`config.mk`:
```
export PLATFORM = sky130hd
export DESIGN_NAME = cfs_supervisor
export DESIGN_NICKNAME = d
export VERILOG_FILES = /design/src/core/cfs_supervisor.v
export VERILOG_INCLUDE_DIRS = /design/src /design/src/core
export SDC_FILE = /design/constraint.sdc
export NUM_CORES = 1
export LEC_CHECK = 0
export ABC_AREA = 1
export BUFFER_PORTS_ARGS = -buffer_cell sky130_fd_sc_hd__buf_2
export CORE_ASPECT_RATIO = 0.8
export CORE_MARGIN = 2
export CORE_UTILIZATION = 35
export CTS_BUF_LIST = sky130_fd_sc_hd__clkbuf_4
export DETAILED_ROUTE_END_ITERATION = 16
export GPL_TIMING_DRIVEN = 1
export PLACE_DENSITY_LB_ADDON = 0.2
export SLEW_MARGIN = 20
export SYNTH_ARGS = -nofsm -noshare
export SYNTH_HDL_FRONTEND = slang
export SYNTH_SLANG_ARGS = --single-unit
export TNS_END_PERCENT = 20
```
`constraint.sdc`:
```
create_clock -name clock -period 2.3 [get_ports clock]
set_clock_uncertainty 0.1 [all_clocks]
set_input_delay 0.575 -clock clock [delete_from_list [all_inputs] [get_ports clock]]
set_output_delay 0.575 -clock clock [all_outputs]
set_load 0.02 [all_outputs]
```
`src/core/cfs_defines.vh`:
```
// constants for the channel fault supervisor: register map, fields, codes, timing.
// assumes a 32-bit apb slave on a 100 MHz clock.
`ifndef CFS_DEFINES_VH
`define CFS_DEFINES_VH
// ***************************************
// register byte offsets
// ***************************************
`define CFS_REG_CTRL 12'h000
`define CFS_REG_STATUS 12'h004
`define CFS_REG_DIAG_REQ 12'h008
`define CFS_REG_DIAG 12'h00C
`define CFS_REG_CHCFG 12'h010
`define CFS_REG_CHON 12'h014
`define CFS_REG_GATE 12'h018
`define CFS_REG_OUT 12'h01C
// ***************************************
// ctrl fields
// ***************************************
`define CFS_CTRL_WDG_DIS 0
`define CFS_CTRL_FCHK_ON 1
`define CFS_CTRL_BOOST_SEL 2
`define CFS_CTRL_HBRIDGE 3
`define CFS_CTRL_RESET 32'h0000_0002
// ***************************************
// diagnostic request key and codes
// ***************************************
`define CFS_DIAG_KEY 32'h9AAA_0001
`define CFS_FC_OCPIN 3'h0
`define CFS_FC_OC 3'h1
`define CFS_FC_SHORT 3'h2
`define CFS_FC_OL 3'h3
`define CFS_FC_NOFAIL 3'h4
`define CFS_FC_NOOC 3'h5
`define CFS_FC_NOOFF 3'h6
`define CFS_FC_NODIAG 3'h7
// gate current codes
`define CFS_GC_1MA 2'h0
`define CFS_GC_5MA 2'h1
`define CFS_GC_20MA 2'h2
// ***************************************
// timing, ms and cycles at 100 MHz
// ***************************************
`define CFS_CLK_KHZ 100000
`define CFS_T_CC_MS 55
`define CFS_T_CC_INIT_MS 110
`define CFS_T_CC_CYC (`CFS_T_CC_MS * `CFS_CLK_KHZ)
`define CFS_T_CC_INIT_CYC (`CFS_T_CC_INIT_MS * `CFS_CLK_KHZ)
`endif

```
`src/core/cfs_supervisor.v`:
```
// channel fault supervisor: comm watchdog, fault codes, overcurrent shutdown.
// assumes apb on clock, shutoff pins and hard clear from pins, sense flags synchronous.
`timescale 1ns/1ps
`include "cfs_defines.vh"

// Functional notes
// watchdog starts once both shutoff pins release
// pins released after clear: normal window
// pins released before clear: long first window
// after valid frame always normal window
// expiry disables channels 1-6, sets flag
// valid frame restarts timer, re-enables outputs
// watchdog on at reset, disable bit, status
// h-bridge channels 7,8 also disabled
// diagnostics off reports no-diagnostic code
// diag request frame then read codes
// fixed 3-bit code encoding and priority
// only highest priority event encoded
// code 000 only in peak-and-hold
// msb zero exactly on failure
// latches clear on readout or reset
// event during readout kept for next
// on reports 101, once 100 after turn-on
// overcurrent shuts output, reports 001
// boost gate current table on overcurrent
// boost immediate, restored after diag read
// re-arm by toggle or readout plus toggle
// h-bridge always needs readout; source select
module cfs_supervisor
#(
   parameter NCH = 8,
   parameter [31:0] T_CC_CYC = `CFS_T_CC_CYC,
   parameter [31:0] T_CC_INIT_CYC = `CFS_T_CC_INIT_CYC
)
(
   input wire clock,
   input wire rst_n,
   input wire psel,
   input wire penable,
   input wire pwrite,
   input wire [11:0] paddr,
   input wire [31:0] pwdata,
   output reg [31:0] prdata,
   output reg pready,
   output reg pslverr,
   input wire shutoff_pin_low,
   input wire shutoff_pin_high,
   input wire hard_clear_n,
   input wire [NCH-1:0] channel_input_pin_n,
   input wire [NCH-1:0] oc_event,
   input wire [NCH-1:0] oc_in_blank,
   input wire [NCH-1:0] short_event,
   input wire [NCH-1:0] open_load_event,
   input wire [NCH-1:0] off_ok_event,
   output reg [NCH-1:0] channel_on_q,
   output reg [2*NCH-1:0] gate_drive_sel_q,
   output reg comm_timeout_flag_q
);

   // ***************************************
   // pin synchronisers
   // ***************************************
   reg [2:0] pin_s1_q; // first stage, read by second only
   reg [2:0] pin_s2_q;
   reg [NCH-1:0] in_s1_q;
   reg [NCH-1:0] in_s2_q;
   always @(posedge clock)
   begin
      pin_s1_q <= {hard_clear_n, shutoff_pin_high, shutoff_pin_low};
      pin_s2_q <= pin_s1_q;
      in_s1_q <= channel_input_pin_n;
      in_s2_q <= in_s1_q;
   end
   // released: low pin high, high pin low
   wire pins_free = pin_s2_q[0] & ~pin_s2_q[1];
   wire clr_n = pin_s2_q[2];
   wire any_reset = ~rst_n | ~clr_n;

   // ***************************************
   // registers
   // ***************************************
   reg [31:0] ctrl_q;      // watchdog disable, check on, boost, hbridge
   reg [NCH-1:0] src_sel_q; // 1: serial_channel_on drives channel
   reg [NCH-1:0] ph_mode_q; // peak-and-hold channels
   reg [NCH-1:0] rearm_q;   // 1: readout needed before toggle
   reg [NCH-1:0] son_q;     // serial_channel_on
   reg [2*NCH-1:0] gsel_q;  // gate_current_sel per channel
   reg [3*NCH-1:0] fc_q;    // latched fault_code per channel
   reg [3*NCH-1:0] snap_q;  // report captured by diag request
   reg [NCH-1:0] oc_lat_q;  // channel off after overcurrent
   reg [NCH-1:0] rd_ok_q;   // readout seen since overcurrent
   reg [NCH-1:0] ctl_prev_q;
   reg [NCH-1:0] was_on_q;
   reg [NCH-1:0] boost_q;   // boosted shutdown current active

   wire wr_en = psel & penable & pwrite & pready;
   wire rd_en = psel & penable & ~pwrite & pready;
   wire diag_req = wr_en && paddr == `CFS_REG_DIAG_REQ && pwdata == `CFS_DIAG_KEY;
   wire diag_read = rd_en && paddr == `CFS_REG_DIAG;
   wire wdg_en = ~ctrl_q[`CFS_CTRL_WDG_DIS];
   wire hbr = ctrl_q[`CFS_CTRL_HBRIDGE];
   wire fchk = ctrl_q[`CFS_CTRL_FCHK_ON];
   // any valid mapped write counts as a good frame
   wire valid_frame = wr_en & addr_ok(paddr);

   // mapped address decode, shared by write and read
   function addr_ok;
      input [11:0] a;
      begin
         addr_ok = (a[1:0] == 2'h0) && (a <= `CFS_REG_OUT);
      end
   endfunction

   // boosted shutdown current from configured one
   function [1:0] boost_of;
      input [1:0] g;
      input sel;
      begin
         if (g == `CFS_GC_1MA)
            boost_of = sel ? `CFS_GC_20MA : `CFS_GC_5MA;
         else if (g == `CFS_GC_5MA)
            boost_of = `CFS_GC_20MA;
         else
            boost_of = g;
      end
   endfunction

   // ***************************************
   // apb slave, zero wait state
   // ***************************************
   always @(posedge clock)
   begin
      if (!rst_n)
      begin
         ctrl_q <= `CFS_CTRL_RESET;
         src_sel_q <= {NCH{1'b0}};
         ph_mode_q <= {NCH{1'b0}};
         rearm_q <= {NCH{1'b0}};
         son_q <= {NCH{1'b0}};
         gsel_q <= {2*NCH{1'b0}};
         pready <= 1'b0;
         pslverr <= 1'b0;
         prdata <= 32'h0000_0000;
      end
      else
      begin
         // ready asserted in the access phase only
         pready <= psel & ~penable;
         pslverr <= psel & ~penable & ~addr_ok(paddr);
         // refused writes also load zero, so a refusal never shows stale data
         if (psel & ~penable & (~pwrite | ~addr_ok(paddr)))
         begin
            case (paddr)
               `CFS_REG_CTRL: prdata <= ctrl_q;
               `CFS_REG_STATUS: prdata <= {30'h0, wdg_en, comm_timeout_flag_q};
               `CFS_REG_DIAG: prdata <= {{(32-3*NCH){1'b0}}, snap_q};
               `CFS_REG_CHCFG: prdata <= {8'h00, rearm_q, ph_mode_q, src_sel_q};
               `CFS_REG_CHON: prdata <= {24'h0, son_q};
               `CFS_REG_GATE: prdata <= {16'h0, gsel_q};
               `CFS_REG_OUT: prdata <= {24'h0, channel_on_q};
               default: prdata <= 32'h0000_0000;
            endcase
         end
         if (wr_en)
         begin
            case (paddr)
               `CFS_REG_CTRL: ctrl_q <= {28'h0, pwdata[3:0]};
               `CFS_REG_CHCFG:
               begin
                  src_sel_q <= pwdata[NCH-1:0];
                  ph_mode_q <= pwdata[2*NCH-1:NCH];
                  rearm_q <= pwdata[3*NCH-1:2*NCH];
               end
               `CFS_REG_CHON: son_q <= pwdata[NCH-1:0];
               `CFS_REG_GATE: gsel_q <= pwdata[2*NCH-1:0];
               default: ctrl_q <= ctrl_q;
            endcase
         end
      end
   end

   // ***************************************
   // comm watchdog
   // ***************************************
   // windows use the minimum figures, so the host always gets at least the
   // promised deadline; the trade is a slightly earlier shutoff
   reg [31:0] wdg_cnt_q;   // cycles left in current window
   reg wdg_run_q;          // timer started
   reg early_free_q;       // pins were free while clear held
   reg clr_prev_q;
   reg wdg_exp_q;          // outputs disabled by expiry
   always @(posedge clock)
   begin
      if (any_reset)
      begin
         wdg_run_q <= 1'b0;
         wdg_cnt_q <= 32'h0000_0000;
         wdg_exp_q <= 1'b0;
         clr_prev_q <= 1'b0;
         early_free_q <= 1'b0;
         // pins free during clear: long window follows
         if (rst_n & ~clr_n)
            early_free_q <= pins_free;
      end
      else
      begin
         clr_prev_q <= 1'b1;
         if (!wdg_en || !pins_free)
         begin
            // held off until both pins release
            wdg_run_q <= 1'b0;
            wdg_exp_q <= 1'b0;
            early_free_q <= early_free_q & ~clr_prev_q;
         end
         else if (!wdg_run_q)
         begin
            wdg_run_q <= 1'b1;
            // long window only when pins preceded clear release
            wdg_cnt_q <= early_free_q ? T_CC_INIT_CYC : T_CC_CYC;
            early_free_q <= 1'b0;
         end
         else if (valid_frame)
         begin
            wdg_cnt_q <= T_CC_CYC;
            wdg_exp_q <= 1'b0;
         end
         else if (wdg_cnt_q > 32'h0000_0001)
            wdg_cnt_q <= wdg_cnt_q - 32'h0000_0001;
         else
            wdg_exp_q <= 1'b1;
      end
   end

   // timeout flag: set wins over read clear
   wire st_read = rd_en && paddr == `CFS_REG_STATUS;
   // set once on entry into expiry, so a read while still expired clears it;
   // a hard clear drops it along with the rest of the watchdog
   always @(posedge clock)
   begin
      if (any_reset)
         comm_timeout_flag_q <= 1'b0;
      else if (wdg_run_q && wdg_en && pins_free && !valid_frame && !wdg_exp_q && wdg_cnt_q <= 32'h0000_0001)
         comm_timeout_flag_q <= 1'b1;
      else if (st_read)
         comm_timeout_flag_q <= 1'b0;
   end

   // ***************************************
   // per-channel fault and output logic
   // ***************************************
   genvar i;
   generate
      for (i = 0; i < NCH; i = i + 1)
      begin : g_ch
         // control signal from pin or serial bit
         wire ctl = src_sel_q[i] ? son_q[i] : ~in_s2_q[i];
         wire toggle = ctl & ~ctl_prev_q[i];
         // channels 7,8 exempt unless h-bridge
         wire wdg_off = wdg_exp_q & ((i < 6) | hbr);
         wire need_rd = hbr | rearm_q[i];
         wire rearm = toggle & (~need_rd | rd_ok_q[i]);
         wire [2:0] cur = fc_q[3*i+2:3*i];
         reg [2:0] nxt;
         // priority encode new event against latched code
         always @*
         begin
            nxt = cur;
            if (!fchk)
               nxt = `CFS_FC_NODIAG;
            else if (oc_event[i] & channel_on_q[i] && cur != `CFS_FC_OCPIN)
               // pin failure only in peak-and-hold; a latched pin failure outranks it
               nxt = (ph_mode_q[i] & oc_in_blank[i]) ? `CFS_FC_OCPIN : `CFS_FC_OC;
            else if (short_event[i] && cur > `CFS_FC_SHORT)
               nxt = `CFS_FC_SHORT;
            else if (open_load_event[i] && cur > `CFS_FC_OL)
               nxt = `CFS_FC_OL;
            else if (channel_on_q[i] & ~was_on_q[i] && cur == `CFS_FC_NOOFF)
               nxt = `CFS_FC_NOFAIL;
            else if (channel_on_q[i] && cur > `CFS_FC_NOOC)
               nxt = `CFS_FC_NOOC;
            else if (off_ok_event[i] && cur == `CFS_FC_NODIAG)
               nxt = `CFS_FC_NOOFF;
            // oc pin code never kept outside peak-and-hold
            if (nxt == `CFS_FC_OCPIN && !ph_mode_q[i])
               nxt = `CFS_FC_OC;
         end
         always @(posedge clock)
         begin
            if (any_reset)
            begin
               // filters and latches cleared on any reset
               fc_q[3*i+2:3*i] <= `CFS_FC_NODIAG;
               snap_q[3*i+2:3*i] <= `CFS_FC_NODIAG;
               oc_lat_q[i] <= 1'b0;
               rd_ok_q[i] <= 1'b0;
               ctl_prev_q[i] <= 1'b0;
               was_on_q[i] <= 1'b0;
               boost_q[i] <= 1'b0;
               channel_on_q[i] <= 1'b0;
               gate_drive_sel_q[2*i+1:2*i] <= `CFS_GC_1MA;
            end
            else
            begin
               ctl_prev_q[i] <= ctl;
               was_on_q[i] <= channel_on_q[i];
               if (diag_req)
               begin
                  snap_q[3*i+2:3*i] <= nxt;
                  fc_q[3*i+2:3*i] <= fchk ? `CFS_FC_NODIAG : nxt;
               end
               else if (diag_read & ~(oc_event[i] | short_event[i] | open_load_event[i]))
                  fc_q[3*i+2:3*i] <= nxt;
               else
                  // events during readout land here and wait
                  fc_q[3*i+2:3*i] <= nxt;
               // overcurrent: latch off and boost at once
               if (oc_event[i] & channel_on_q[i])
               begin
                  oc_lat_q[i] <= 1'b1;
                  boost_q[i] <= 1'b1;
                  rd_ok_q[i] <= 1'b0;
               end
               else
               begin
                  if (diag_read)
                  begin
                     rd_ok_q[i] <= oc_lat_q[i];
                     boost_q[i] <= 1'b0;
                  end
                  if (rearm)
                     oc_lat_q[i] <= 1'b0;
               end
               channel_on_q[i] <= ctl & ~oc_lat_q[i] & ~(oc_event[i] & channel_on_q[i]) & ~wdg_off;
               gate_drive_sel_q[2*i+1:2*i] <= (boost_q[i] | (oc_event[i] & channel_on_q[i]))
                  ? boost_of(gsel_q[2*i+1:2*i], ctrl_q[`CFS_CTRL_BOOST_SEL]) : gsel_q[2*i+1:2*i];
            end
         end
      end
   endgenerate

   // msb of each code is clear exactly for failures
endmodule

```
==> summary.txt, run 1 <==
Clock network
  • Cts bufs inserted: 68
  • Reg clk slew, reported paths: 0.07 ns
  • H-tree depth: 3
  • TritonCTS clock tree: done
  • Sinks on the clock net: 249
  • Longest Clk Path Bufs: 3
  • Post-CTS setup buffers: 0
  • Root Driver: clkbuf_4
  • Clock Latency Late Sink: 0.69 ns

STA
  • Tightest Pin Transition: 0.729 ns
  • RSZ-0062 raised after global routing: no
  • Fin Hold WS: 0.0757 ns
  • Tcrit/Tclk final: 90.5%
  • Slew HR: 50.9%
  • Final WS setup: 0.219 ns
  • Fmax: 480 MHz
  • Final setup fails: 0
  • Minimum clock period: 2.08 ns
  • Hold Vio Cnt, Final: 0
  • Pins Over Slew Limit: 0

Setup path
  • Critical path peak fanout: 17
  • Worst EP arrival: 2.59 ns
  • Setup CP Type: in -> reg
  • Startpoint types: primary input
  • WP data required: 2.81 ns
  • CP Capture Type: register

Global routing
  • Initial antenna violation count: 1
  • First-pass GRT wire length: 61000 um
  • Remaining Overflow, GRT: 0
  • GRT Overall Usage: 23.9%
  • Vias in the first global route: 10700
  • Largest net degree at the start of global routing: 59

Pwr
  • Pwr dens: 668 mW/mm2
  • Pint: 6.78 mW
  • Register share of total power: 47.8%
  • VDD IR max: 409 uV
  • Sw Share: 27.2%
  • Leakage: 6.40 nW
  • Clock share of power: 42.0%
  • Logic gate share of total power: 10.2%
  • NetSw: 2.54 mW

Drt
  • 1st-iter DRT viols: 1048
  • Vias per cell: 5.01
  • Antenna-violating nets left: 0
  • Drt pass-1 iters: 6
  • Via count: 11600
  • Final routed DRC violation total: 0
  • DRT Wirelength: 39900 um
  • Routed WL per cell: 17.3 um

Yosys
  • Largest family of logic cells by synthesized area: simple AND/OR/NAND/NOR gates
  • Post-Synth Adder-Cell Area: 0.223%
  • Top FF cell, synth: dfxtp_1
  • Synth Area in Compound Gates: 15.5%
  • Xor and xnor area share after synthesis: 0.624%
  • Mapped Cells: 1576
  • Async S/R FF share, synth: 0%
  • Distinct cells, synth: 49
  • Seq cells post-synth: 249
  • Dominant cells by area after synthesis: dfxtp_1, nand2_1, nor2_1
  • Top cell type's share of synthesized area: 44.2%
  • Syn avg cell area: 7.12 um2
  • Mapped Area: 0.0112 mm2
  • Post-synth EDFFs: 1
  • Multiplexer area fraction after synthesis: 0%
  • Area leader, netlist: dfxtp_1
  • YS warnings: 0
  • Seq/Total Area, Yosys: 44.5%
  • Simple-Gate Fraction of Synth Area: 30.1%

Floorplanning
  • Io pins: 159
  • Full die area: 0.0335 mm2
  • FP Rows: 58
  • Core area: 0.0315 mm2
  • Effective utilization at floorplan: 35.7%
  • Die height: 164 um
  • Die span in x: 204 um

Layout
  • Share of cells above drive strength 1: 21.6%
  • Fin area: 0.0139 mm2
  • Finished Layout Cells: 2307
  • Multi-input gate area: 0.00524 mm2
  • Filler instances: 3335
  • Register Area: 0.00499 mm2
  • Post-layout net count: 1940
  • Synth-to-layout area growth: 24.2%

Job
  • Max-cap check violation count: 0

Placement
  • DP HPWL: 30000 um
  • Placed Area: 0.0130 mm2
  • Placed insts: 2176
  • Setup WS pre-CTS: -0.117 ns
  • Final RePlAce weighted congestion: 0.934
  • I/O Buffers: 150

Outcome
  • Status: finished, final reports clean

Worst hold path
  • Hold Path Class: in -> reg
-- per-stage QoR --
stage          setup TNS (ns)  utilization [%]  power, mW
2_1_floorplan               0                -       5.10
3_3_place_gp           -0.320             41.2       5.46
3_5_place_dp           -0.209             41.2       5.47
4_1_cts                     0             44.3       9.40
5_1_grt                     0             44.3       9.79
6_report                    0             44.3       9.32
-- cells by family (layout without fill, tap and decap cells) --
family | after synthesis | after routing
other | 1 | 9
buffers and inverters | 243 | 546
and+or+nand+nor | 760 | 760
AOI/OAI and AO/OA | 313 | 313
adders and majority gates | 2 | 2
DFF | 249 | 249
xor gates and xnor gates | 8 | 8
-- critical path, cell delays in order --
cell and delay, ns:
dlygate4sd3_1 0.52, buf_2 0.14, nand3_1 0.15, inv_2 0.13, nand2_4 0.08, nor3_4 0.27, nand2_1 0.12, nand2_2 0.22
inv_2 0.21, a21oi_1 0.16
-- placed cells by master, fill, tap and decap left out, types with 11 or more instances in the layout --
master,synthesis,layout
nand3_1,103,103
nand2_1,310,309
or2_2,17,17
inv_2,11,17
dlygate4sd3_1,0,12
dfxtp_1,248,248
buf_12,0,13
buf_4,15,70
a21oi_1,132,132
o21ai_0,116,116
nand4_1,20,20
nor4_1,14,14
buf_2,10,150
nor3_1,30,30
clkbuf_4,0,103
nor2_1,230,230
clkinv_1,3,11
inv_1,169,169
o211ai_1,25,25
-- power by group through the flow --
stage	registers, mW	logic [mW]	clock network, mW
4_1_cts	4.45	0.939	4.01
6_report	4.45	0.946	3.91
2_1_floorplan	4.54	0.561	0
3_5_place_dp	4.55	0.920	0
5_1_grt	4.46	1.05	4.28
3_3_place_gp	4.55	0.914	0
-- worst paths after layout --
| kind | from | end | slack (ns) | cells past startpoint |
|---|---|---|---|---|
| hold reg to reg | in_s1_q[5]$_DFF_P_ | in_s2_q[5]$_DFF_P_ | 0.22 | 0 |
| setup / recovery | penable | snap_q[17]$_SDFFE_PN1P_ | 0.22 | 10 |
| hold / removal | psel | pready$_SDFF_PN0_ | 0.08 | 3 |
| setup reg to reg | wdg_cnt_q[6]$_SDFFE_PN0P_ | wdg_cnt_q[14]$_SDFFE_PN0P_ | 0.25 | 10 |
-- flip-flops by register name (all words and copies together) (netlist names), 3 cells and up --
register / cells
wdg_cnt_q: 32
ph_mode_q: 8
boost_q: 8
gsel_q: 16
gate_drive_sel_q: 16
rearm_q: 8
rd_ok_q: 8
was_on_q: 8
prdata: 24
son_q: 8
ctrl_q: 4
src_sel_q: 8
g_ch.cur: 24
in_s1_q: 8
channel_on_q: 8
in_s2_q: 8
pin_s2_q: 3
pin_s1_q: 3
oc_lat_q: 8
ctl_prev_q: 8
snap_q: 24
-- layout make-up --
type,count,share of cell area (%)
tap,420,3.77
antenna,1,0.0180
sequential,249,35.8
inverter,183,4.93
timing repair buffer,245,11.9
clock buffer,103,5.55
multi-input combinational,1091,37.6
clock inverter,15,0.413
-- Yosys cell counts (all sizes together) (7+ instances only) --
cell	instances
a211oi	12
a21oi	134
buf	35
clkbuf	25
dfxtp	248
inv	180
nand2	319
nand3	109
nand4	21
nor2	239
nor3	33
nor4	14
o211ai	25
o21ai	122
o31ai	9
or2	17
xor2	7
-- routing by layer --
layer / share of wire (%) / wire length (um) / GRT usage, % / up-vias
li1: - / - / - / 5701
met1: 49 / 19500 / 35.9 / 5294
met2: 38 / 15300 / 32.2 / 505
met3: 11 / 4280 / 7.18 / 62
met4: 1.9 / 755 / 6.82 / 0
met5: 0 / 0 / 0 / -
-- repair_timing --
item	in CTS	in global routing
hold endpoints to repair	13	0
resized for setup	0	0
hold buffers	12	0
Power figures use the tool's default switching activity.
==> inputs of run 2 (changes only) <==
CORE_UTILIZATION = 55   (was 35)
==> run 2 against run 1 <==
  * Critical path depth fell by 9
  * Combinational power fell by 2.7%
  * Die area fell by 36%
  * Non-clock buffer count fell by 13
  * Global-route usage rose by 8.7 points
  * Final cell count fell by 8.1%
  * Sequential power barely moved
  * Sequential share of layout area rose by 1.3 points
  * Via count rose by 1.4%
  * Worst hold slack got worse by 0.028 ns
==> summary.txt, run 2 (synthesized netlist as in run 1, its figures left out) <==
Outcome
  • Status: finished, final reports clean

Clock network
  • TritonCTS clock tree: done
  • Post-CTS setup buffers: 0 (unchanged)
  • Longest Clk Path Bufs: 3 (unchanged)
  • Cts bufs inserted: 60 (-12%)
  • Reg clk slew, reported paths: 0.08 ns (about the same)
  • H-tree depth: 2 (-1)
  • Root Driver: clkbuf_4
  • Clock Latency Late Sink: 0.74 ns (+0.05 ns)
  • Sinks on the clock net: 249 (unchanged)

Setup path
  • CP Capture Type: output port
  • FF-to-FF setup slack: 0.25 ns (about the same)
  • Critical path peak fanout: 4 (-13)
  • Startpoint types: register
  • CP bufs+invs: 1 (-3)
  • Reg-to-reg endpoint: wdg_cnt_q[28]$_SDFFE_PN0P_
  • Critical Path, Cell by Cell: buf_2
  • Worst EP arrival: 1.41 ns (-1.18 ns)
  • WP data required: 1.62 ns (-1.19 ns)
  • Setup CP Type: reg -> out
  • Slowest stage delay, CP: 0.50 ns (-0.02 ns)
  • CP top delay family: flip-flops
  • Worst R2R Start: wdg_cnt_q[0]$_SDFFE_PN0P_
  • Max stage delay cell, worst path: dfxtp_1
  • Reg2reg path depth: 12 (+2)

Floorplanning
  • FP Rows: 46 (-21%)
  • Die height: 132 um (-20%)
  • Core area: 0.0199 mm2 (-37%)
  • Io pins: 159 (unchanged)
  • Full die area: 0.0216 mm2 (-36%)
  • Die span in x: 164 um (-20%)
  • Effective utilization at floorplan: 56.4% (+21 points)

Placement
  • Final RePlAce weighted congestion: 0.966 (+3.5%)
  • Setup WS pre-CTS: -0.0538 ns (+0.0631 ns)
  • DP HPWL: 26500 um (-12%)
  • Placed Area: 0.0126 mm2 (-2.7%)
  • I/O Buffers: 150 (unchanged)

Global routing
  • Initial antenna violation count: 1 (unchanged)
  • Largest net degree at the start of global routing: 59 (unchanged)
  • First-pass GRT wire length: 55400 um (-9.2%)
  • Vias in the first global route: 10500 (-1.6%)
  • GRT Overall Usage: 32.6% (+8.7 points)
  • Remaining Overflow, GRT: 0 (unchanged)

STA
  • Final setup fails: 0 (unchanged)
  • RSZ-0062 raised after global routing: no
  • Fin Setup TNS: 0 ns (unchanged)
  • Fmax: 480 MHz (-0.10%)
  • Pins Over Slew Limit: 0 (unchanged)
  • Minimum clock period: 2.08 ns (+0.00210 ns)
  • Final WS setup: 0.216 ns (-0.00210 ns)
  • Tightest Pin Transition: 0.665 ns (-0.0640 ns)
  • Tcrit/Tclk final: 90.6% (+0.091 points)
  • Slew HR: 55.6% (+4.7 points)
  • Hold Vio Cnt, Final: 0 (unchanged)

Drt
  • Routed WL per cell: 16.9 um (-2.0%)
  • Vias per cell: 5.53 (+10%)
  • DRT Wirelength: 35900 um (-10%)
  • Via count: 11700 (+1.4%)
  • 1st-iter DRT viols: 1353 (+29%)
  • Antenna-violating nets left: 0 (unchanged)
  • Drt pass-1 iters: 7 (+1)
  • Final routed DRC violation total: 0 (unchanged)

Layout
  • Share of cells above drive strength 1: 19.9% (-1.6 points)
  • Fin area: 0.0134 mm2 (-3.5%)
  • Synth-to-layout area growth: 19.8%
  • Post-layout net count: 1919 (-1.1%)
  • Most common cell after layout, fill and taps aside: nand2_1
  • Largest Register: wdg_cnt_q
  • Commonest non-fill, non-tap cells in the layout: nand2_1, dfxtp_1, nor2_1, inv_1, buf_2
  • Filler instances: 1782 (-47%)
  • Number of flip-flops in the largest register: 32 (unchanged)

Worst hold path
  • Hold EP: ctrl_q[1]$_SDFFE_PN1P_
  • Hold Path Class: in -> reg
  • Hold path startpoint: pwdata[1]
  • Hold Path Cell Cnt: 3 (unchanged)

Pwr
  • VDD IR max: 445 uV (+8.9%)
  • Pwr dens: 653 mW/mm2 (-2.2%)
  • Leakage: 6.22 nW (-2.9%)

Job
  • Max-cap check violation count: 0 (unchanged)
run 2: cell count changes in the layout (fill, tap and decap cells not counted), sizes merged:
cell	delta
inv	-4
clkinv	+9
clkbuf	-23
buf	-13
run 2: report_power, final:
part | internal [mW] | switching (mW) | total, mW
clock | 1.61 | 1.81 | 3.41
sequential | 4.39 | 0.0618 | 4.45
combinational | 0.324 | 0.597 | 0.920
run 2: metrics by stage:
step                      power [mW]  utilization (%)  hold slack (ns)  cells
after floorplan                 5.10                -            0.210   1583
after global placement          5.41             63.4            0.212   2007
after detailed placement        5.43             63.4            0.212   2007
after CTS                       8.78             67.5           0.0382   2119
after global routing            9.14             67.5           0.0364   2120
final                           8.79             67.5           0.0481   2120
run 2: worst max-delay path by stage:
stage | from | to | slack (ns) | depth (start not counted)
5_1_grt | wdg_cnt_q[0]$_SDFFE_PN0P_ | wdg_cnt_q[19]$_SDFFE_PN0P_ | 0.07 | 11
3_5_place_dp | paddr[9] | snap_q[23]$_SDFFE_PN1P_ | -0.05 | 10
3_3_place_gp | paddr[7] | snap_q[23]$_SDFFE_PN1P_ | 0.009 | 10
6_report | channel_on_q[0]$_SDFF_PN0_ | channel_on_q[0] | 0.22 | 1
2_1_floorplan | paddr[9] | gsel_q[7]$_SDFFE_PN0P_ | 0.38 | 7
4_1_cts | channel_on_q[0]$_SDFF_PN0_ | channel_on_q[0] | 0.17 | 1
run 2: cell type report:
class,count,area [um2],area share (%)
clock inverters,20,83.8,0.623
inverters,183,687,5.11
well taps,264,330,2.46
repair buffers,232,1500,11.1
diodes,1,2.50,0.0186
flip-flops and latches,249,4990,37.1
multi-input cells,1091,5250,39.1
clock buffers,80,601,4.47
run 2: what timing repair did:
| item | in CTS | in global routing |
|---|---|---|
| resized for setup | 0 | 1 |
| setup endpoints to repair | 0 | 9 |
| hold buffers | 12 | 0 |
| hold endpoints to repair | 13 | 0 |
run 2: worst min-delay path, cell delays in order:
cell,delay (ns)
buf_2,0.14
nand2_1,0.07
o211ai_1,0.06
run 2: per-layer routing:
| metal | share of wire (%) | track usage [%] | up-vias |
|---|---|---|---|
| met3 | 13 | 8.34 | 74 |
| li1 | - | - | 5664 |
| met5 | 0 | 0 | - |
| met1 | 45 | 50.3 | 5284 |
| met4 | 2.2 | 9.36 | 0 |
| met2 | 39 | 44.2 | 698 |
==> inputs of run 3 (changes only) <==
GPL_TIMING_DRIVEN = 0   (was 1)
==> run 3 against run 2 <==
  * Die area is the same
  * Sequential power is essentially flat
  * Core utilization shrank 0.94 points
  * Cell area down 1.4%
  * Setup slack worse by 0.18 ns
  * Global-route usage increased by 2.1 points
  * Worst hold slack got worse by 0.0057 ns
  * Highest routed layer is now met5
  * Final cell count about the same
  * Power up 3.2%
  * Sequential share of layout area up 0.52 points
==> summary.txt, run 3 (synthesized netlist as in run 1, its figures left out) <==
STA
  • RSZ-0062 raised after global routing: yes
  • Hold Vio Cnt, Final: 0 (unchanged)
  • Tcrit/Tclk final: 98.2% (+7.7 points)
  • Fmax: 443 MHz (-7.8%)
  • Pins Over Slew Limit: 0 (unchanged)
  • Minimum clock period: 2.26 ns (+0.176 ns)
  • Tightest Pin Transition: 0.847 ns (+0.182 ns)
  • Slew HR: 43.5% (-12 points)
  • Fin Hold WS: 0.0424 ns (-0.00566 ns)
  • Final setup fails: 0 (unchanged)

Setup path
  • Max stage delay cell, worst path: dlygate4sd3_1
  • CP dominant cell by count: inv_2
  • Worst R2R Start: pin_s2_q[2]$_DFF_P_
  • CP Capture Type: register
  • Startpoint types: primary input
  • Setup CP Type: in -> reg
  • Crit path launch: penable
  • Critical path peak fanout: 10 (+6)
  • FF-to-FF setup slack: 0.06 ns (-0.19 ns)
  • WP data required: 2.78 ns (+1.16 ns)
  • Critical Path, Cell by Cell: dlygate4sd3_1, buf_2, nand3_1, nor2_4, inv_2, nor3_2, inv_2, o211ai_1, inv_1
  • Slowest stage delay, CP: 0.53 ns (+0.03 ns)
  • Worst EP arrival: 2.73 ns (+1.32 ns)

Placement
  • Final RePlAce weighted congestion: 0.974 (+0.82%)
  • I/O Buffers: 150 (unchanged)
  • DP HPWL: 29200 um (+10%)

Worst hold path
  • Hold Path Class: in -> reg
  • Hold path startpoint: psel

Drt
  • Met3 wire length: 5790 um (+21%)
  • Final routed DRC violation total: 0 (unchanged)
  • Via count: 12000 (+2.0%)
  • Routed WL per cell: 18.2 um (+7.7%)
  • M1 WL: 17200 um (+5.6%)
  • Max Used Layer: met5
  • Vias per cell: 5.64 (+1.9%)
  • Met2 routed WL: 14600 um (+4.2%)
  • Antenna-violating nets left: 0 (unchanged)
  • 1st-iter DRT viols: 1663 (+23%)
  • DRT Wirelength: 38600 um (+7.7%)
  • Drt pass-1 iters: 6 (-1)

Floorplanning
  • Full die area: 0.0216 mm2 (unchanged)
  • Die height: 132 um (unchanged)
  • Io pins: 159 (unchanged)
  • FP Rows: 46 (unchanged)
  • Effective utilization at floorplan: 56.4% (unchanged)
  • Die span in x: 164 um (unchanged)
  • Core area: 0.0199 mm2 (unchanged)

Layout
  • Final core utilization: 66.6% (-0.94 points)
  • Post-layout net count: 1909 (-0.52%)
  • Largest Register: wdg_cnt_q
  • Commonest non-fill, non-tap cells in the layout: nand2_1, dfxtp_1, nor2_1, inv_1, buf_2
  • Share of cells above drive strength 1: 18.3% (-1.6 points)
  • Synth-to-layout area growth: 18.1%
  • Number of flip-flops in the largest register: 32 (unchanged)
  • Most common cell after layout, fill and taps aside: nand2_1
  • Ant diodes: 0 (-1)

Global routing
  • GRT Overall Usage: 34.7% (+2.1 points)
  • Vias in the first global route: 10500 (-0.038%)
  • Initial antenna violation count: 1 (unchanged)
  • Remaining Overflow, GRT: 0 (unchanged)
  • Largest net degree at the start of global routing: 17 (-71%)
  • First-pass GRT wire length: 57500 um (+3.7%)

Clock network
  • Reg clk slew, reported paths: 0.07 ns (about the same)
  • Cts bufs inserted: 60 (unchanged)
  • Longest Clk Path Bufs: 3 (unchanged)
  • Clock Latency Late Sink: 0.73 ns (about the same)
  • Root Driver: clkbuf_4
  • TritonCTS clock tree: done
  • Sinks on the clock net: 249 (unchanged)
  • H-tree depth: 2 (unchanged)

Pwr
  • VDD IR max: 419 uV (-5.9%)
  • Power Total: 9.07 mW (+3.2%)
  • Leakage: 6.07 nW (-2.3%)
  • Pwr dens: 684 mW/mm2 (+4.7%)

Outcome
  • Status: finished, final reports clean

Job
  • Max-cap check violation count: 0 (unchanged)
## run 3: power breakdown
| part | total, mW | switching, mW | leakage, nW | internal, mW |
|---|---|---|---|---|
| Sequential | 4.45 | 0.0617 | 2.03 | 4.39 |
| Combinational | 0.948 | 0.632 | 3.58 | 0.316 |
| Clock | 3.67 | 1.86 | 0.461 | 1.81 |
| Total | 9.07 | 2.55 | 6.07 | 6.52 |
## run 3: through the flow
step | area (um2) | cells | setup TNS, ns | worst slack (ns)
2_1_floorplan | 11300 | 1583 | 0 | 0.385
3_3_place_gp | 12300 | 1997 | -14.04 | -0.278
3_5_place_dp | 12300 | 1997 | -16.62 | -0.257
4_1_cts | 13200 | 2121 | 0 | 0.0311
5_1_grt | 13300 | 2121 | -0.0117 | -0.00921
6_report | 13300 | 2121 | 0 | 0.0404
## run 3: critical path, delay by kind of cell
| kind | cells | cell delay (ns) |
|---|---|---|
| buf+inv | 5 | 1.11 |
| simple gates | 3 | 0.83 |
| compound gates | 1 | 0.21 |
## run 3: area by class of cell
type	instances	area (um2)
plain buffers	60	333
clock buffers	84	631
clock inverters	28	144
fillers	1784	6650
inverters	183	687
multi-input cells	1091	5270
flip-flops and latches	249	4990
well taps	264	330
repair buffers	162	871
## run 3: worst paths after layout
kind / end / cells past startpoint
max: boost_q[3]$_SDFFE_PN0P_ / 9
min: pready$_SDFF_PN0_ / 3
max reg2reg: gate_drive_sel_q[9]$_SDFF_PN0_ / 4
min reg2reg: in_s2_q[2]$_DFF_P_ / 0
## run 3: what timing repair did
item	4_1_cts	5_1_grt
buffers inserted	0	0
hold buffers	12	0
resized for setup	0	9
hold endpoints to repair	13	0
endpoints found under the setup margin	0	45
## run 3: layer usage
metal / track usage, % / up-vias
li1: - / 5643
met1: 53.5 / 5373
met2: 45.6 / 844
met3: 10.4 / 90
met4: 10.8 / 2
met5: 0 / -
